## config.mk

```make
export PLATFORM = sky130hd
export DESIGN_NAME = pcw_dev_flat
export DESIGN_NICKNAME = d
export VERILOG_FILES = /design/src/rtl/pcw_pkg.sv /design/src/rtl/pcw_link_if.sv /design/src/rtl/pcw_dev.sv /design/src/flat_wrapper.sv
export SDC_FILE = /design/constraint.sdc
export NUM_CORES = 1
export LEC_CHECK = 0
export BUFFER_PORTS_ARGS = -buffer_cell sky130_fd_sc_hd__buf_2
export CAP_MARGIN = 20
export CORE_UTILIZATION = 45
export CTS_CLUSTER_DIAMETER = 60
export DETAILED_ROUTE_END_ITERATION = 6
export PLACE_DENSITY = 0.67
export RECOVER_POWER = 100
export SYNTH_ARGS = -nofsm -noshare
export SYNTH_HDL_FRONTEND = slang
export SYNTH_SLANG_ARGS = --single-unit
```

## constraint.sdc

```tcl
create_clock -name sys_clk_in -period 3.05 [get_ports sys_clk_in]
set_clock_uncertainty 0.1 [all_clocks]
set_input_delay 0.61 -clock sys_clk_in [delete_from_list [all_inputs] [get_ports sys_clk_in]]
set_output_delay 0.61 -clock sys_clk_in [all_outputs]
set_load 0.01 [all_outputs]
```

## src/rtl/pcw_pkg.sv

```systemverilog
// shared constants and types for the pulse-count register link
`default_nettype none
package pcw_pkg;
  localparam int unsigned CLK_MHZ        = 125;
  // interval figures in microseconds
  localparam int unsigned ENABLE_US      = 100;
  localparam int unsigned SHUTDOWN_US    = 2000;
  localparam int unsigned ADDR_HOLD_MIN_US = 400;
  localparam int unsigned ADDR_HOLD_MAX_US = 1000;
  localparam int unsigned DATA_HOLD_US   = 400;
  localparam int unsigned STANDBY_US     = 10000;
  localparam int unsigned PULSE_US       = 10;
  // cycle counts (least times round up; whole here)
  localparam int unsigned ENABLE_CYC     = ENABLE_US * CLK_MHZ;
  localparam int unsigned SHUTDOWN_CYC   = SHUTDOWN_US * CLK_MHZ;
  localparam int unsigned ADDR_HOLD_MIN_CYC = ADDR_HOLD_MIN_US * CLK_MHZ;
  localparam int unsigned ADDR_HOLD_MAX_CYC = ADDR_HOLD_MAX_US * CLK_MHZ;
  localparam int unsigned DATA_HOLD_CYC  = DATA_HOLD_US * CLK_MHZ;
  localparam int unsigned STANDBY_CYC    = STANDBY_US * CLK_MHZ;
  localparam int unsigned PULSE_CYC      = PULSE_US * CLK_MHZ;
  localparam int unsigned CNT_W          = 24;
  localparam int unsigned FILT_CYC       = 3;
  localparam int unsigned NUM_REGS       = 32;
  localparam int unsigned ADDR_W         = 5;
  localparam int unsigned DATA_W         = 6;
  localparam logic [ADDR_W-1:0] ADDR_UNUSED_A = 5'h03;
  localparam logic [ADDR_W-1:0] ADDR_UNUSED_B = 5'h04;
  localparam logic [DATA_W-1:0] REG_RESET    = 6'h00;
  typedef enum logic [1:0] {PCW_ADDR, PCW_DATA, PCW_DROP} pcw_phase_t;
  typedef enum logic [2:0] {PCW_H_IDLE, PCW_H_ALOW, PCW_H_AHIGH, PCW_H_AHOLD,
                            PCW_H_DLOW, PCW_H_DHIGH, PCW_H_DHOLD} pcw_hstate_t;
endpackage
`default_nettype wire

```

## src/rtl/pcw_link_if.sv

```systemverilog
// single command wire joining host and receiver
`default_nettype none
interface pcw_link_if;
  logic command_pin;
  modport host (output command_pin);
  modport dev  (input  command_pin);
endinterface
`default_nettype wire

```

## src/rtl/pcw_dev.sv

```systemverilog
// receiver end: pulse-count register writer with enable and shutdown
// Behaviour
// - write-only single wire, 32 register addresses
// - address train, hold, data train, hold
// - enable after long enough high level
// - disable after long enough low level
// - shutdown resets every register to default
// - address is rising edges minus one
// - address captured after address hold high
// - short hold keeps adding to address count
// - over 31 drops write after hold
// - overlong address hold drops the transaction
// - data is rising edges minus one
// - data taken only after data hold
// - over 63 drops write after hold
// - after data hold expect address again
// - host sends address before every data
// - host keeps hold spacing within limits
// - long high after transfer enters standby
// - uneven pulse widths are accepted
// - stretched high pulse shorter than the address hold does not end address phase
// - over-temperature disables outputs, keeps registers
// - write-only, unused addresses 3 and 4
`default_nettype none
module pcw_dev #(
  parameter int unsigned ENABLE_CYC   = pcw_pkg::ENABLE_CYC,
  parameter int unsigned SHUTDOWN_CYC = pcw_pkg::SHUTDOWN_CYC,
  parameter int unsigned AHOLD_MIN    = pcw_pkg::ADDR_HOLD_MIN_CYC,
  parameter int unsigned AHOLD_MAX    = pcw_pkg::ADDR_HOLD_MAX_CYC,
  parameter int unsigned DHOLD_CYC    = pcw_pkg::DATA_HOLD_CYC,
  parameter int unsigned STANDBY_CYC  = pcw_pkg::STANDBY_CYC
) (
  input  wire logic                       sys_clk_in,
  input  wire logic                       rstn_in,
  pcw_link_if.dev                         link,
  input  wire logic                       over_temperature_in,
  output logic                            enabled_out,
  output logic                            outputs_on_out,
  output logic                            standby_out,
  output logic                            write_strobe_out,
  output logic [pcw_pkg::ADDR_W-1:0]      write_addr_out,
  output logic [pcw_pkg::DATA_W-1:0]      write_data_out,
  output logic [pcw_pkg::NUM_REGS*pcw_pkg::DATA_W-1:0] regs_out
);
  localparam int unsigned AW = pcw_pkg::ADDR_W;
  localparam int unsigned DW = pcw_pkg::DATA_W;
  localparam int unsigned CW = pcw_pkg::CNT_W;
  localparam logic [CW-1:0] ENA_C = CW'(ENABLE_CYC);
  localparam logic [CW-1:0] SD_C  = CW'(SHUTDOWN_CYC);
  localparam logic [CW-1:0] AMIN_C = CW'(AHOLD_MIN);
  localparam logic [CW-1:0] AMAX_C = CW'(AHOLD_MAX);
  localparam logic [CW-1:0] DH_C  = CW'(DHOLD_CYC);
  localparam logic [CW-1:0] SB_C  = CW'(STANDBY_CYC);
  localparam logic [1:0]    FLT_C = 2'(pcw_pkg::FILT_CYC);

  // ==========================================================
  // synchroniser and glitch filter
  logic       s1_q, s2_q, pin_q, pin_d, pin_prev_q;
  logic [1:0] flt_q, flt_d;
  always_comb begin
    pin_d = pin_q;
    flt_d = 2'h0;
    if (s2_q != pin_q) begin
      flt_d = flt_q + 2'h1;
      if (flt_q + 2'h1 >= FLT_C) begin
        pin_d = s2_q;
        flt_d = 2'h0;
      end
    end
  end
  always_ff @(posedge sys_clk_in or negedge rstn_in) begin
    if (!rstn_in) begin
      s1_q       <= 1'b0;
      s2_q       <= 1'b0;
      pin_q      <= 1'b0;
      pin_prev_q <= 1'b0;
      flt_q      <= 2'h0;
    end else begin
      s1_q       <= link.command_pin;
      s2_q       <= s1_q;
      pin_q      <= pin_d;
      pin_prev_q <= pin_q;
      flt_q      <= flt_d;
    end
  end
  wire rise = pin_q & ~pin_prev_q;

  // ==========================================================
  // level timer, enable and shutdown
  logic [CW-1:0] lvl_q, lvl_d;
  logic          en_q, en_d, sb_q, sb_d;
  always_comb begin
    lvl_d = (pin_q != pin_prev_q) ? CW'(0) : ((lvl_q == SB_C) ? lvl_q : lvl_q + CW'(1));
    en_d  = en_q;
    sb_d  = sb_q;
    // lvl_q still times the old level in the cycle the filtered pin changes
    if (pin_q && pin_prev_q && !en_q && lvl_q >= ENA_C) en_d = 1'b1;
    if (!pin_q && !pin_prev_q && en_q && lvl_q >= SD_C) en_d = 1'b0;
    if (rise) sb_d = 1'b0;
    else if (pin_q && en_q && lvl_q >= SB_C) sb_d = 1'b1;
  end
  always_ff @(posedge sys_clk_in or negedge rstn_in) begin
    if (!rstn_in) begin
      lvl_q <= '0;
      en_q  <= 1'b0;
      sb_q  <= 1'b0;
    end else begin
      lvl_q <= lvl_d;
      en_q  <= en_d;
      sb_q  <= sb_d;
    end
  end

  // ==========================================================
  // pulse counting receiver
  pcw_pkg::pcw_phase_t ph_q, ph_d;
  logic [DW:0]   cnt_q, cnt_d;
  logic [AW-1:0] adr_q, adr_d;
  logic          held_q, held_d, wr_d;
  logic [DW-1:0] wdat_d;
  always_comb begin
    ph_d   = ph_q;
    cnt_d  = cnt_q;
    adr_d  = adr_q;
    held_d = held_q;
    wr_d   = 1'b0;
    wdat_d = '0;
    if (!en_q || sb_d) begin
      ph_d   = pcw_pkg::PCW_ADDR;
      cnt_d  = '0;
      held_d = 1'b0;
    end else if (rise) begin
      held_d = 1'b0;
      if (cnt_q != {(DW+1){1'b1}}) cnt_d = cnt_q + 1'b1;
    end else if (pin_q && !held_q && cnt_q != '0) begin
      // edges are counted so far; hold decisions use the high time
      case (ph_q)
        pcw_pkg::PCW_ADDR: begin
          if (lvl_q >= AMIN_C) begin
            held_d = 1'b1;
            cnt_d  = '0;
            if (cnt_q > (DW+1)'(pcw_pkg::NUM_REGS)) ph_d = pcw_pkg::PCW_ADDR;
            else begin
              adr_d = AW'(cnt_q - 1'b1);
              ph_d  = pcw_pkg::PCW_DATA;
            end
          end
        end
        pcw_pkg::PCW_DATA: begin
          if (lvl_q >= DH_C) begin
            held_d = 1'b1;
            cnt_d  = '0;
            ph_d   = pcw_pkg::PCW_ADDR;
            if (cnt_q <= {1'b1, {DW{1'b0}}}) begin
              wr_d   = 1'b1;
              wdat_d = DW'(cnt_q - 1'b1);
            end
          end
        end
        default: ph_d = pcw_pkg::PCW_ADDR;
      endcase
    end else if (pin_q && held_q && ph_q == pcw_pkg::PCW_DATA && cnt_q == '0 && lvl_q > AMAX_C) begin
      ph_d = pcw_pkg::PCW_ADDR;
    end
  end
  always_ff @(posedge sys_clk_in or negedge rstn_in) begin
    if (!rstn_in) begin
      ph_q   <= pcw_pkg::PCW_ADDR;
      cnt_q  <= '0;
      adr_q  <= '0;
      held_q <= 1'b0;
    end else begin
      ph_q   <= ph_d;
      cnt_q  <= cnt_d;
      adr_q  <= adr_d;
      held_q <= held_d;
    end
  end

  // ==========================================================
  // register space, write only
  logic [DW-1:0] regs_q [pcw_pkg::NUM_REGS];
  logic          stb_q;
  logic [AW-1:0] wa_q;
  logic [DW-1:0] wd_q;
  logic          oo_q;
  genvar gi;
  for (gi = 0; gi < pcw_pkg::NUM_REGS; gi++) begin : g_reg
    localparam logic [AW-1:0] IDX = AW'(gi);
    logic [DW-1:0] nx;
    always_comb begin
      nx = regs_q[gi];
      if (!en_q) nx = pcw_pkg::REG_RESET;
      else if (wr_d && adr_q == IDX && IDX != pcw_pkg::ADDR_UNUSED_A && IDX != pcw_pkg::ADDR_UNUSED_B)
        nx = wdat_d;
    end
    always_ff @(posedge sys_clk_in or negedge rstn_in) begin
      if (!rstn_in) regs_q[gi] <= pcw_pkg::REG_RESET;
      else regs_q[gi] <= nx;
    end
    assign regs_out[gi*DW +: DW] = regs_q[gi];
  end
  always_ff @(posedge sys_clk_in or negedge rstn_in) begin
    if (!rstn_in) begin
      stb_q <= 1'b0;
      wa_q  <= '0;
      wd_q  <= '0;
      oo_q  <= 1'b0;
    end else begin
      stb_q <= wr_d;
      wa_q  <= wr_d ? adr_q : wa_q;
      wd_q  <= wr_d ? wdat_d : wd_q;
      oo_q  <= en_q & ~over_temperature_in;
    end
  end
  assign enabled_out      = en_q;
  assign standby_out      = sb_q;
  assign outputs_on_out   = oo_q;
  assign write_strobe_out = stb_q;
  assign write_addr_out   = wa_q;
  assign write_data_out   = wd_q;
endmodule
`default_nettype wire

```

## src/flat_wrapper.sv

```systemverilog
// flat-port wrapper written by rule: the top's interface ports become plain ports
module pcw_dev_flat 
#(
  parameter int unsigned ENABLE_CYC   = pcw_pkg::ENABLE_CYC,
  parameter int unsigned SHUTDOWN_CYC = pcw_pkg::SHUTDOWN_CYC,
  parameter int unsigned AHOLD_MIN    = pcw_pkg::ADDR_HOLD_MIN_CYC,
  parameter int unsigned AHOLD_MAX    = pcw_pkg::ADDR_HOLD_MAX_CYC,
  parameter int unsigned DHOLD_CYC    = pcw_pkg::DATA_HOLD_CYC,
  parameter int unsigned STANDBY_CYC  = pcw_pkg::STANDBY_CYC
)
  (sys_clk_in, rstn_in, over_temperature_in, enabled_out, outputs_on_out, standby_out, write_strobe_out, write_addr_out, write_data_out, regs_out, link_command_pin);
  pcw_link_if link_i ();
  input  wire logic sys_clk_in;
  input  wire logic rstn_in;
  input  wire logic over_temperature_in;
  output logic enabled_out;
  output logic outputs_on_out;
  output logic standby_out;
  output logic write_strobe_out;
  output logic [pcw_pkg::ADDR_W-1:0] write_addr_out;
  output logic [pcw_pkg::DATA_W-1:0] write_data_out;
  output logic [pcw_pkg::NUM_REGS*pcw_pkg::DATA_W-1:0] regs_out;
  input wire logic [$bits(link_i.command_pin)-1:0] link_command_pin;
  assign link_i.command_pin = link_command_pin;
  pcw_dev #(.ENABLE_CYC(ENABLE_CYC), .SHUTDOWN_CYC(SHUTDOWN_CYC), .AHOLD_MIN(AHOLD_MIN), .AHOLD_MAX(AHOLD_MAX), .DHOLD_CYC(DHOLD_CYC), .STANDBY_CYC(STANDBY_CYC)) u_core (.sys_clk_in(sys_clk_in), .rstn_in(rstn_in), .link(link_i), .over_temperature_in(over_temperature_in), .enabled_out(enabled_out), .outputs_on_out(outputs_on_out), .standby_out(standby_out), .write_strobe_out(write_strobe_out), .write_addr_out(write_addr_out), .write_data_out(write_data_out), .regs_out(regs_out));
endmodule
```

### Word-level counts from Yosys, hierarchy flattened

Cells that the tools add are included.

* logic and storage cells: 297
* output and inout bits: 207
* flip-flop bits (word level): 240
* bits of input ports: 4

* multiplexer cells: 99
* reduce and logical (&&, ||, !) cells: 64
* eq/ne operators: 69
* $lt $le $gt $ge: 8
* bitwise logic cells: 7
* add/subtract/negate cells: 4

Operators with widths (number)
* 6-bit two-way mux: 66
* 5-bit equality test, second input constant: 16
* 2-bit inequality test, second input constant: 31
* 24-bit two-way mux: 2
* 1-bit logical AND: 44
* 7-bit two-way mux: 6
* 5-bit by 4-bit equality test with 1-bit output, second input constant: 8
* 24-bit by 1-bit adder with 24-bit output, second input constant: 1
* 24-bit by 21-bit equality test with 1-bit output, second input constant: 1
* 24-bit by 14-bit greater-or-equal comparator with 1-bit output, second input constant: 1
* 24-bit by 16-bit greater-or-equal comparator with 1-bit output, second input constant: 1
* 24-bit by 18-bit greater-or-equal comparator with 1-bit output, second input constant: 1
* 24-bit by 21-bit greater-or-equal comparator with 1-bit output, second input constant: 1
* 24-bit by 17-bit > comparator with 1-bit output, second input constant: 1
* 1-bit two-way mux: 16
* 2-bit two-way mux: 8
* 5-bit by 3-bit equality test with 1-bit output, second input constant: 3
* 3-bit nonzero test: 4
* 4-bit by 3-bit inequality test with 1-bit output, second input constant: 2
* 4-bit AND reduction: 2
* 7-bit by 1-bit adder with 7-bit output, second input constant: 1
* 7-bit by 6-bit > comparator with 1-bit output, second input constant: 1
* 7-bit less-or-equal comparator, second input constant: 1
* 7-bit zero test: 1
* other kinds (23): 32

### Depth between registers and ports, before layout

Gate-level depths: netlist of run 1.

* depth in word-level cells: 10
* gate-level depth with buffers: 11
* depth with buffers taken out: 8

### Worst setup path after synthesis of run 1

OpenSTA, ideal clock, no wires.

* kind: flip-flop to flip-flop
* start point: register u_core.cnt_q[0]
* end point: register u_core.regs_q, in the netlist u_core.regs_out[104]
* slack: 0.221 ns
* setup time: 0.133 ns
* cell stages (with the launch flop): 12
* data required time: 2.817 ns
* data arrival time: 2.596 ns
* buffers on the path: 3
* clock period less this slack: 2.829 ns
* cells stage by stage: dfrtp_1 -> clkbuf_1 -> inv_1 -> ha_1 -> or4b_4 -> o22ai_2 -> o2111a_1 -> clkbuf_1 -> buf_2 -> o211ai_1 -> nand3_1 -> o21ai_0

* cells in the longest elaborated chain, start to end: 9
* elaborated cells on any way between the ends: 20
* those cells by class: 1 x add/sub; 1 x order compare; 1 x eq/ne; 14 x mux; 3 x reduce/logical

RTL lines
* start, declared: RTL line pcw_dev.sv:117 `logic [DW:0] cnt_q, cnt_d;`
* start signal, assigned: RTL line pcw_dev.sv:174 `cnt_q <= cnt_d;`
* 6-bit by 1-bit subtractor with 6-bit output or 7-bit less-or-equal comparator (tied branches)
* 6-bit two-way mux or 1-bit two-way mux (tied branches): RTL line pcw_dev.sv:154 `if (cnt_q <= {1'b1, {DW{1'b0}}}) begin`
* 6-bit two-way mux or 1-bit two-way mux (tied branches): RTL line pcw_dev.sv:150 `if (lvl_q >= DH_C) begin`
* 6-bit two-way mux or 1-bit two-way mux (tied branches): RTL line pcw_dev.sv:137 `case (ph_q)`
* 6-bit two-way mux or 1-bit two-way mux (tied branches): RTL line pcw_dev.sv:135 `end else if (pin_q && !held_q && cnt_q != '0) begin`
* 6-bit two-way mux or 1-bit two-way mux (tied branches): RTL line pcw_dev.sv:132 `end else if (rise) begin`
* 6-bit two-way mux or 1-bit two-way mux (tied branches): RTL line pcw_dev.sv:128 `if (!en_q || sb_d) begin`
* 6-bit two-way mux or 1-bit logical AND (tied branches): RTL line pcw_dev.sv:194 `else if (wr_d && adr_q == IDX && IDX != pcw_pkg::ADDR_UNUSED_A && IDX != pcw_pkg::ADDR_UNUSED_B)`
* 6-bit two-way mux or 2-bit inequality test (tied branches)
* end signal, assigned by index: RTL line pcw_dev.sv:198 `if (!rstn_in) regs_q[gi] <= pcw_pkg::REG_RESET;`
* end signal, assigned by index: RTL line pcw_dev.sv:199 `else regs_q[gi] <= nx;`
* end, declared: RTL line pcw_dev.sv:182 `logic [DW-1:0] regs_q [pcw_pkg::NUM_REGS];`

Parallel ways exist; a longest one is shown, timed or not. The select of a mux whose other input is x is not followed.
A chain may end at the register's enable or synchronous reset.

### Final worst setup path of run 1

* start point: register u_core.cnt_q[0]
* end point: register u_core.regs_q, in the netlist u_core.regs_out[115]

The elaborated chain is that of the path after synthesis.

==> results of run 1 <==
worst max path at each step:
stage	startpoint	endpoint	slack, ns	cells past startpoint
after detailed placement	u_core.cnt_q[1]	u_core.regs_out[52]	-0.21	8
final	u_core.cnt_q[0]	u_core.regs_out[115]	0.15	9
after global placement	u_core.cnt_q[1]	u_core.regs_out[50]	-0.10	8
after global routing	u_core.cnt_q[0]	u_core.regs_out[43]	-0.01	9
after floorplan	u_core.cnt_q[0]	u_core.regs_out[104]	0.22	11
after CTS	u_core.cnt_q[0]	u_core.regs_out[43]	0.04	9
cell usage in the layout (no fill, tap or decap), types with 4 or more instances in the layout:
master | netlist | final
dfrtp_1 | 239 | 238
nor2_1 | 68 | 68
o21ai_1 | 13 | 23
ha_1 | 7 | 7
mux2i_1 | 8 | 8
o211ai_1 | 32 | 32
nor4_1 | 7 | 7
clkbuf_1 | 67 | 209
o21ai_0 | 182 | 172
and3_1 | 7 | 7
nand2_1 | 74 | 74
buf_4 | 12 | 28
a31oi_1 | 5 | 5
clkbuf_16 | 0 | 26
a21oi_1 | 11 | 11
conb_1 | 1 | 12
xor2_1 | 12 | 12
xnor2_1 | 15 | 12
or3_1 | 10 | 10
mux2_2 | 4 | 4
nand4_1 | 4 | 4
nand3_1 | 192 | 192
clkinv_2 | 0 | 5
nor3_1 | 21 | 22
inv_1 | 17 | 17
flip-flops by register name, indices dropped and copies added (netlist names):
signal                   count
u_core.pin_q                 1
u_core.write_addr_out        5
u_core.s1_q                  1
u_core.ph_q                  1
u_core.flt_q                 2
u_core.cnt_q                 7
u_core.write_data_out        6
u_core.regs_out            180
u_core.enabled_out           1
u_core.outputs_on_out        1
u_core.pin_prev_q            1
u_core.s2_q                  1
u_core.adr_q                 5
u_core.standby_out           1
u_core.lvl_q                24
u_core.write_strobe_out      1
u_core.held_q                1
through the flow:
| stage | hold WS [ns] | setup WS [ns] |
|---|---|---|
| floorplan | 0.214 | 0.221 |
| global placement | 0.234 | -0.100 |
| detailed placement | 0.249 | -0.207 |
| CTS | 0.0107 | 0.0435 |
| global route | 0.0163 | -0.00969 |
| finish | -0.0183 | 0.146 |
critical path: stages (launching register included):
cell and delay [ns]:
dfrtp_1 0.37, inv_1 0.10, ha_1 0.24, or4b_4 0.52, o22ai_2 0.19, o211ai_2 0.23, a2111oi_2 0.41, buf_4 0.23
nand2_1 0.17, o21ai_0 0.25
Yosys cell counts, types with 2 or more instances:
master     count  area, um2
a2111oi_2      2       30.0
a2111oi_4      2       55.1
a211oi_1       2       15.0
a21oi_1       11       55.1
a31oi_1        5       31.3
and2_1         2       12.5
and3_1         7       43.8
and4_1         3       26.3
and4b_1        2       20.0
buf_1          3       11.3
buf_2          3       15.0
buf_4         12       90.1
clkbuf_1      67        251
dfrtp_1      239       5980
ha_1           7       87.6
inv_1         17       63.8
mux2_2         4       45.0
mux2i_1        8       80.1
nand2_1       74        278
nand2b_1       3       18.8
nand3_1      192        961
nand4_1        4       25.0
nor2_1        68        255
nor2b_1        3       18.8
nor3_1        21        105
nor3_2         2       20.0
nor3b_1        2       15.0
nor4_1         7       43.8
o2111a_1       2       22.5
o2111ai_1      2       17.5
o211ai_1      32        240
o21ai_0      182        911
o21ai_1       13       65.1
o22ai_1        2       12.5
or3_1         10       62.6
xnor2_1       15        131
xor2_1        12        105
power breakdown:
group          switching [W]  internal [W]  total (W)
Combinational       0.000217     0.0000742   0.000291
Clock                0.00129       0.00173    0.00302
Sequential         0.0000500       0.00321    0.00326
final cells by class:
class,instances,area (um2)
flip-flops and latches,239,5980
repair buffers,239,1050
clock inverters,11,103
inverters,17,63.8
well taps,285,357
clock buffers,34,711
multi-input cells,727,4020
fillers,2141,10400
routing by layer:
metal  up-vias  wire length, um
met4         0              804
met2       363            14300
met1      4475            13200
li1       4135                -
met5         -                0
met3        63             2700
cell families (layout without fill, tap and decap cells):
family	after synthesis	after routing
buffers and inverters	102	301
AOI/OAI and AO/OA	266	266
DFF	239	239
muxes	12	12
adders and majority gates	7	7
other	1	12
xor gates and xnor gates	27	27
and+or+nand+nor	403	403
timing repair:
item	in CTS	in global routing
pin swaps	2	2
buffers inserted	6	3
endpoints found under the setup margin	90	41
resized for setup	0	11
gates cloned	0	0
==> results_dict.tcl, run 1 <==
set metrics [dict create \
    violations "hold timing, capacitance limit, slew limit" \
    gr-usage-met3 0.0643 \
    holdWs_ns -0.0183 \
    rows 55 \
    rsz0062_at_grt "true" \
    synth-simple-area-share 0.187 \
    crit_path_start_kind "register" \
    clk_pin_slew_ns 0.06 \
    drv_cap 1 \
    clkLatencyLatePin_ns 0.54 \
    vias 9036 \
    grt_usage 0.261 \
    rr_worst_depth 9 \
    numCtsBuffers 26 \
    grt_max_degree 188 \
    slew_headroom -0.00380 \
    dp_hpwl_um 20600 \
    antenna_found_initial 0 \
    synth_cell_types 52 \
    grt_pass1_vias 8453 \
    min_period_over_period 0.952 \
    worstPathRequired_ns 3.41 \
    dpl_cell_area_mm2 0.0117 \
    cts_tree "yes" \
    setup_tns_ns 0 \
    hold_path_class "primary input to async pin" \
    grt_overflow 0 \
    synth_compound_area_frac 0.151 \
    worst-endpoint-arrival_ns 3.26 \
    io_pins 211 \
    final_antenna_net_count 0 \
    r2r_start "u_core.cnt_q[0]" \
    yosys_register_bits 239 \
    clock-sinks 239 \
    synth.area.mux_share 0.0121 \
    design.core.area_mm2 0.0226 \
    syn_area_mm2 0.0104 \
    worstPathMaxFanout 7 \
    worstSetupPathType "register to register" \
    port_buffers 198 \
    n_antenna_cell 0 \
    netlist_instances 1057 \
    grt_use_met2 0.404 \
    yosys.area_share.xor_xnor 0.0228 \
    drive_gt1_frac 0.0726 \
    wirelength_um 30900 \
    utilization 0.543 \
    p_total_w 0.00657 \
    initial_core_util 0.458 \
    p_leak_nw 5.25 \
    worst_pin_slew_ns 1.51 \
    grt_pass1_wl_um 48500 \
    reg2reg_to "u_core.regs_out[115]" \
    placed_cells 1498 \
    worst-r2r-setup-slack_ns 0.15 \
    ctsHoldBuffers 0 \
    cts_root_buf "clkbuf_16" \
    area_growth_pct 18.6 \
    synthFlopType "dfrtp_1" \
    firstDrtPassIters 5 \
    yosys_warnings 0 \
    via_per_inst 5.82 \
    synth_top_family_by_area "simple AND/OR/NAND/NOR gates" \
    stdcell_count 1552 \
    avgSynthCellArea_um2 9.80 \
    vdd_drop_max_mv 0.464 \
    htreeDepth 1 \
    critical_path.endpoint_type "register" \
    async_flop_share 1.00 \
    status "complete, but fails checks" \
    report.final.hold_viol_count 32 \
    timing.fmax_mhz 344 \
    nets 1261 \
    drc_errors 0 \
    gp_congestion 0.880 \
    grt.busiest_layer "met2" \
    post-route-min-period_ns 2.90 \
    first_iter_violations 640 \
    yosysSeqAreaShare 0.577 \
    report.final.setup_viol 0 \
    cellPowerDensity_mw_per_mm2 535 \
    grt.met1_usage 0.362 \
    synth_fa_ha_area_frac 0.00845 \
    synth-edff-count 0 \
    dieHeight_um 154 \
    timing_max_transition_violations_final 62 \
    dieArea_mm2 0.0236 \
    ctsLongestPathBuffers 3 \
    routedWlPerCell_um 19.9 \
    final_cell_area_mm2 0.0123 \
    fp.dieW_um 154 \
]
Power figures use the tool's default switching activity.
==> run 2: changes to the inputs <==
ABC_AREA = 1   (was default)
CORE_MARGIN = 2   (was default)
PLACE_DENSITY = 0.66   (was 0.67)
==> run 2 against run 1 <==
Effect of this change:
- the flow finishes with violations (capacitance limit, slew limit)
- cell count increased by 23%
- clock-buffer cell count increased by 5
- total power increased by 13%
- synthesized cell count increased by 30%
- clock power increased by 24%
- sequential power about the same
- die area increased by 17%
- worst hold slack improved by 0.094 ns
- non-clock buffer count decreased by 2
- via count increased by 18%
- critical path type unchanged
- critical endpoint is now u_core.regs_out[128]
==> results_dict.tcl, run 2 <==
set metrics [dict create \
    ctsLongestPathBuffers 3 \
    grt_max_degree 85 \
    ys_top_cells_by_count "298 x nand2_1, 296 x nand3_1, 239 x dfrtp_1, 108 x nand4_1, 106 x nor2_1" \
    vias 10600 \
    drive_gt1_frac 0.0841 \
    cts_tree "yes" \
    critical_path.endpoint_type "register" \
    drv_cap 2 \
    firstDrtPassIters 7 \
    rr_worst_depth 11 \
    area_growth_pct 16.8 \
    clk_pin_slew_ns 0.06 \
    design.core.area_mm2 0.0260 \
    violations "capacitance limit, slew limit" \
    rsz0062_at_grt "false" \
    nets 1560 \
    grt_overflow 0 \
    reg2reg_to "u_core.regs_out[128]" \
    cts_root_buf "clkbuf_16" \
    initial_core_util 0.458 \
    final_common_cell "nand2_1" \
    cp-startpoint "u_core.cnt_q[0]" \
    ctsResizeCount 0 \
    dp_hpwl_um 23600 \
    worstPathMaxFanout 55 \
    vdd_drop_max_mv 0.471 \
    grt_pass1_wl_um 57100 \
    crit_path_start_kind "register" \
    post-route-min-period_ns 2.79 \
    htreeDepth 1 \
    report.final.setup_viol 0 \
    clock-sinks 239 \
    hold_path_class "primary input to register" \
    p_leak_nw 6.76 \
    cellPowerDensity_mw_per_mm2 535 \
    gp_congestion 0.900 \
    clkLatencyLatePin_ns 0.55 \
    avgSynthCellArea_um2 8.69 \
    worstSetupEndpoint "u_core.regs_out[128]" \
    yosysSeqAreaShare 0.503 \
    synth-edff-count 0 \
    wirelength_um 35300 \
    report.final.hold_viol_count 0 \
    min_period_over_period 0.916 \
    setup_tns_ns 0 \
    grt_pass1_vias 10100 \
    final_antenna_net_count 0 \
    timing_max_transition_violations_final 134 \
    slew_headroom -0.163 \
    worst-r2r-setup-slack_ns 0.26 \
    status "complete, but fails checks" \
    async_flop_share 1.00 \
    antenna_found_initial 0 \
    n_antenna_cell 0 \
    placed_cells 1853 \
    dieArea_mm2 0.0277 \
    synthFlopType "dfrtp_1" \
    ctsHoldBuffers 1 \
    dieHeight_um 167 \
    worstPathRequired_ns 3.43 \
    largest_register_ffs 180 \
    netlist_instances 1369 \
    via_per_inst 5.58 \
    yosys_register_bits 239 \
    first_iter_violations 1083 \
    timing.fmax_mhz 358 \
    yosys.area.top_type "dfrtp_1" \
    post-cts-setup-buffers 0 \
    drc_errors 0 \
    r2r_start "u_core.cnt_q[0]" \
    numCtsBuffers 28 \
    stdcell_count 1905 \
    synth_cell_types 40 \
    io_pins 211 \
    yosys_warnings 0 \
    routedWlPerCell_um 18.5 \
    rows 59 \
    yosysMostFrequentCell "nand2_1" \
    worst-endpoint-arrival_ns 3.17 \
    syn_area_mm2 0.0119 \
    grt_usage 0.253 \
    fp.dieW_um 167 \
    worstSetupPathType "register to register" \
    synthTopCellsByArea "dfrtp_1 50%, nand3_1 12%, nand2_1 9.4%, nand4_1 5.7%, nand4_4 4.8%" \
    layout_common_cells "300 x nand2_1, 296 x nand3_1, 237 x dfrtp_1, 197 x clkbuf_1, 114 x nand4_1" \
    port_buffers 198 \
    yosysTopAreaCellShare 0.503 \
    worst_pin_slew_ns 1.74 \
]
run 2: worst max-delay path, cell delays in order, from the launching register on:
cell	delay (ns)
dfrtp_1	0.42
clkinv_1	0.08
ha_1	0.24
nor3b_2	0.23
buf_4	0.17
nand2_1	0.07
o21ai_1	0.21
nand3_4	0.14
nor2_4	0.20
clkbuf_4	0.54
nand4_1	0.19
nand2_1	0.11
run 2: where the power goes:
group          internal (W)  switching, W
Sequential          0.00322     0.0000431
Combinational      0.000108      0.000321
Clock               0.00237       0.00138
Total               0.00569       0.00174
run 2: worst min-delay path by stage:
| stage | start | depth (start not counted) | end | slack (ns) |
|---|---|---|---|---|
| floorplan | rstn_in | 0 | u_core.adr_q[0] | 0.21 |
| global placement | u_core.s1_q | 0 | u_core.s2_q | 0.23 |
| detailed placement | u_core.s1_q | 0 | u_core.s2_q | 0.24 |
| CTS | link_command_pin | 1 | u_core.s1_q | 0.06 |
| global route | link_command_pin | 1 | u_core.s1_q | 0.07 |
| finish | link_command_pin | 1 | u_core.s1_q | 0.08 |
run 2: metrics by stage:
stage / hold slack (ns) / utilization / power, W / cell area [um2] / setup WS, ns
after floorplan: 0.214 / - / 0.00359 / 11900 / 0.535
after global placement: 0.231 / 0.509 / 0.00375 / 13200 / 0.389
after detailed placement: 0.244 / 0.509 / 0.00376 / 13200 / 0.319
after CTS: 0.0635 / 0.550 / 0.00750 / 14300 / 0.309
after global routing: 0.0661 / 0.534 / 0.00770 / 13900 / 0.0281
final: 0.0756 / 0.534 / 0.00744 / 13900 / 0.256
run 2: layout make-up:
cell class,instances,area [um2]
Clock inverter,12,198
Clock buffer,39,853
Sequential cell,239,5990
Fill cell,2502,12100
Inverter,86,323
Tap cell,335,419
Multi-Input combinational cell,957,4990
Timing Repair Buffer,237,1110
run 2: cell families (layout without fill, tap and decap cells):
kind of cell             after synthesis  in the layout  synth area share
AND/OR/NAND/NOR                      873            873             0.382
flip-flops                           239            239             0.503
buffers and inverters                184            374            0.0772
AO/OA/AOI/OAI                         60             60            0.0270
adder cells (fa/ha/maj)                7              7           0.00736
XOR/XNOR                               5              5           0.00368
other                                  1             12          0.000315
run 2: routing by layer:
| layer | wire length (um) | vias to the layer above | GRT usage |
|---|---|---|---|
| li1 | - | 5035 | - |
| met4 | 1030 | 0 | 0.0727 |
| met2 | 15500 | 430 | 0.379 |
| met5 | 0 | - | 0 |
| met1 | 15900 | 5099 | 0.374 |
| met3 | 2850 | 65 | 0.0525 |
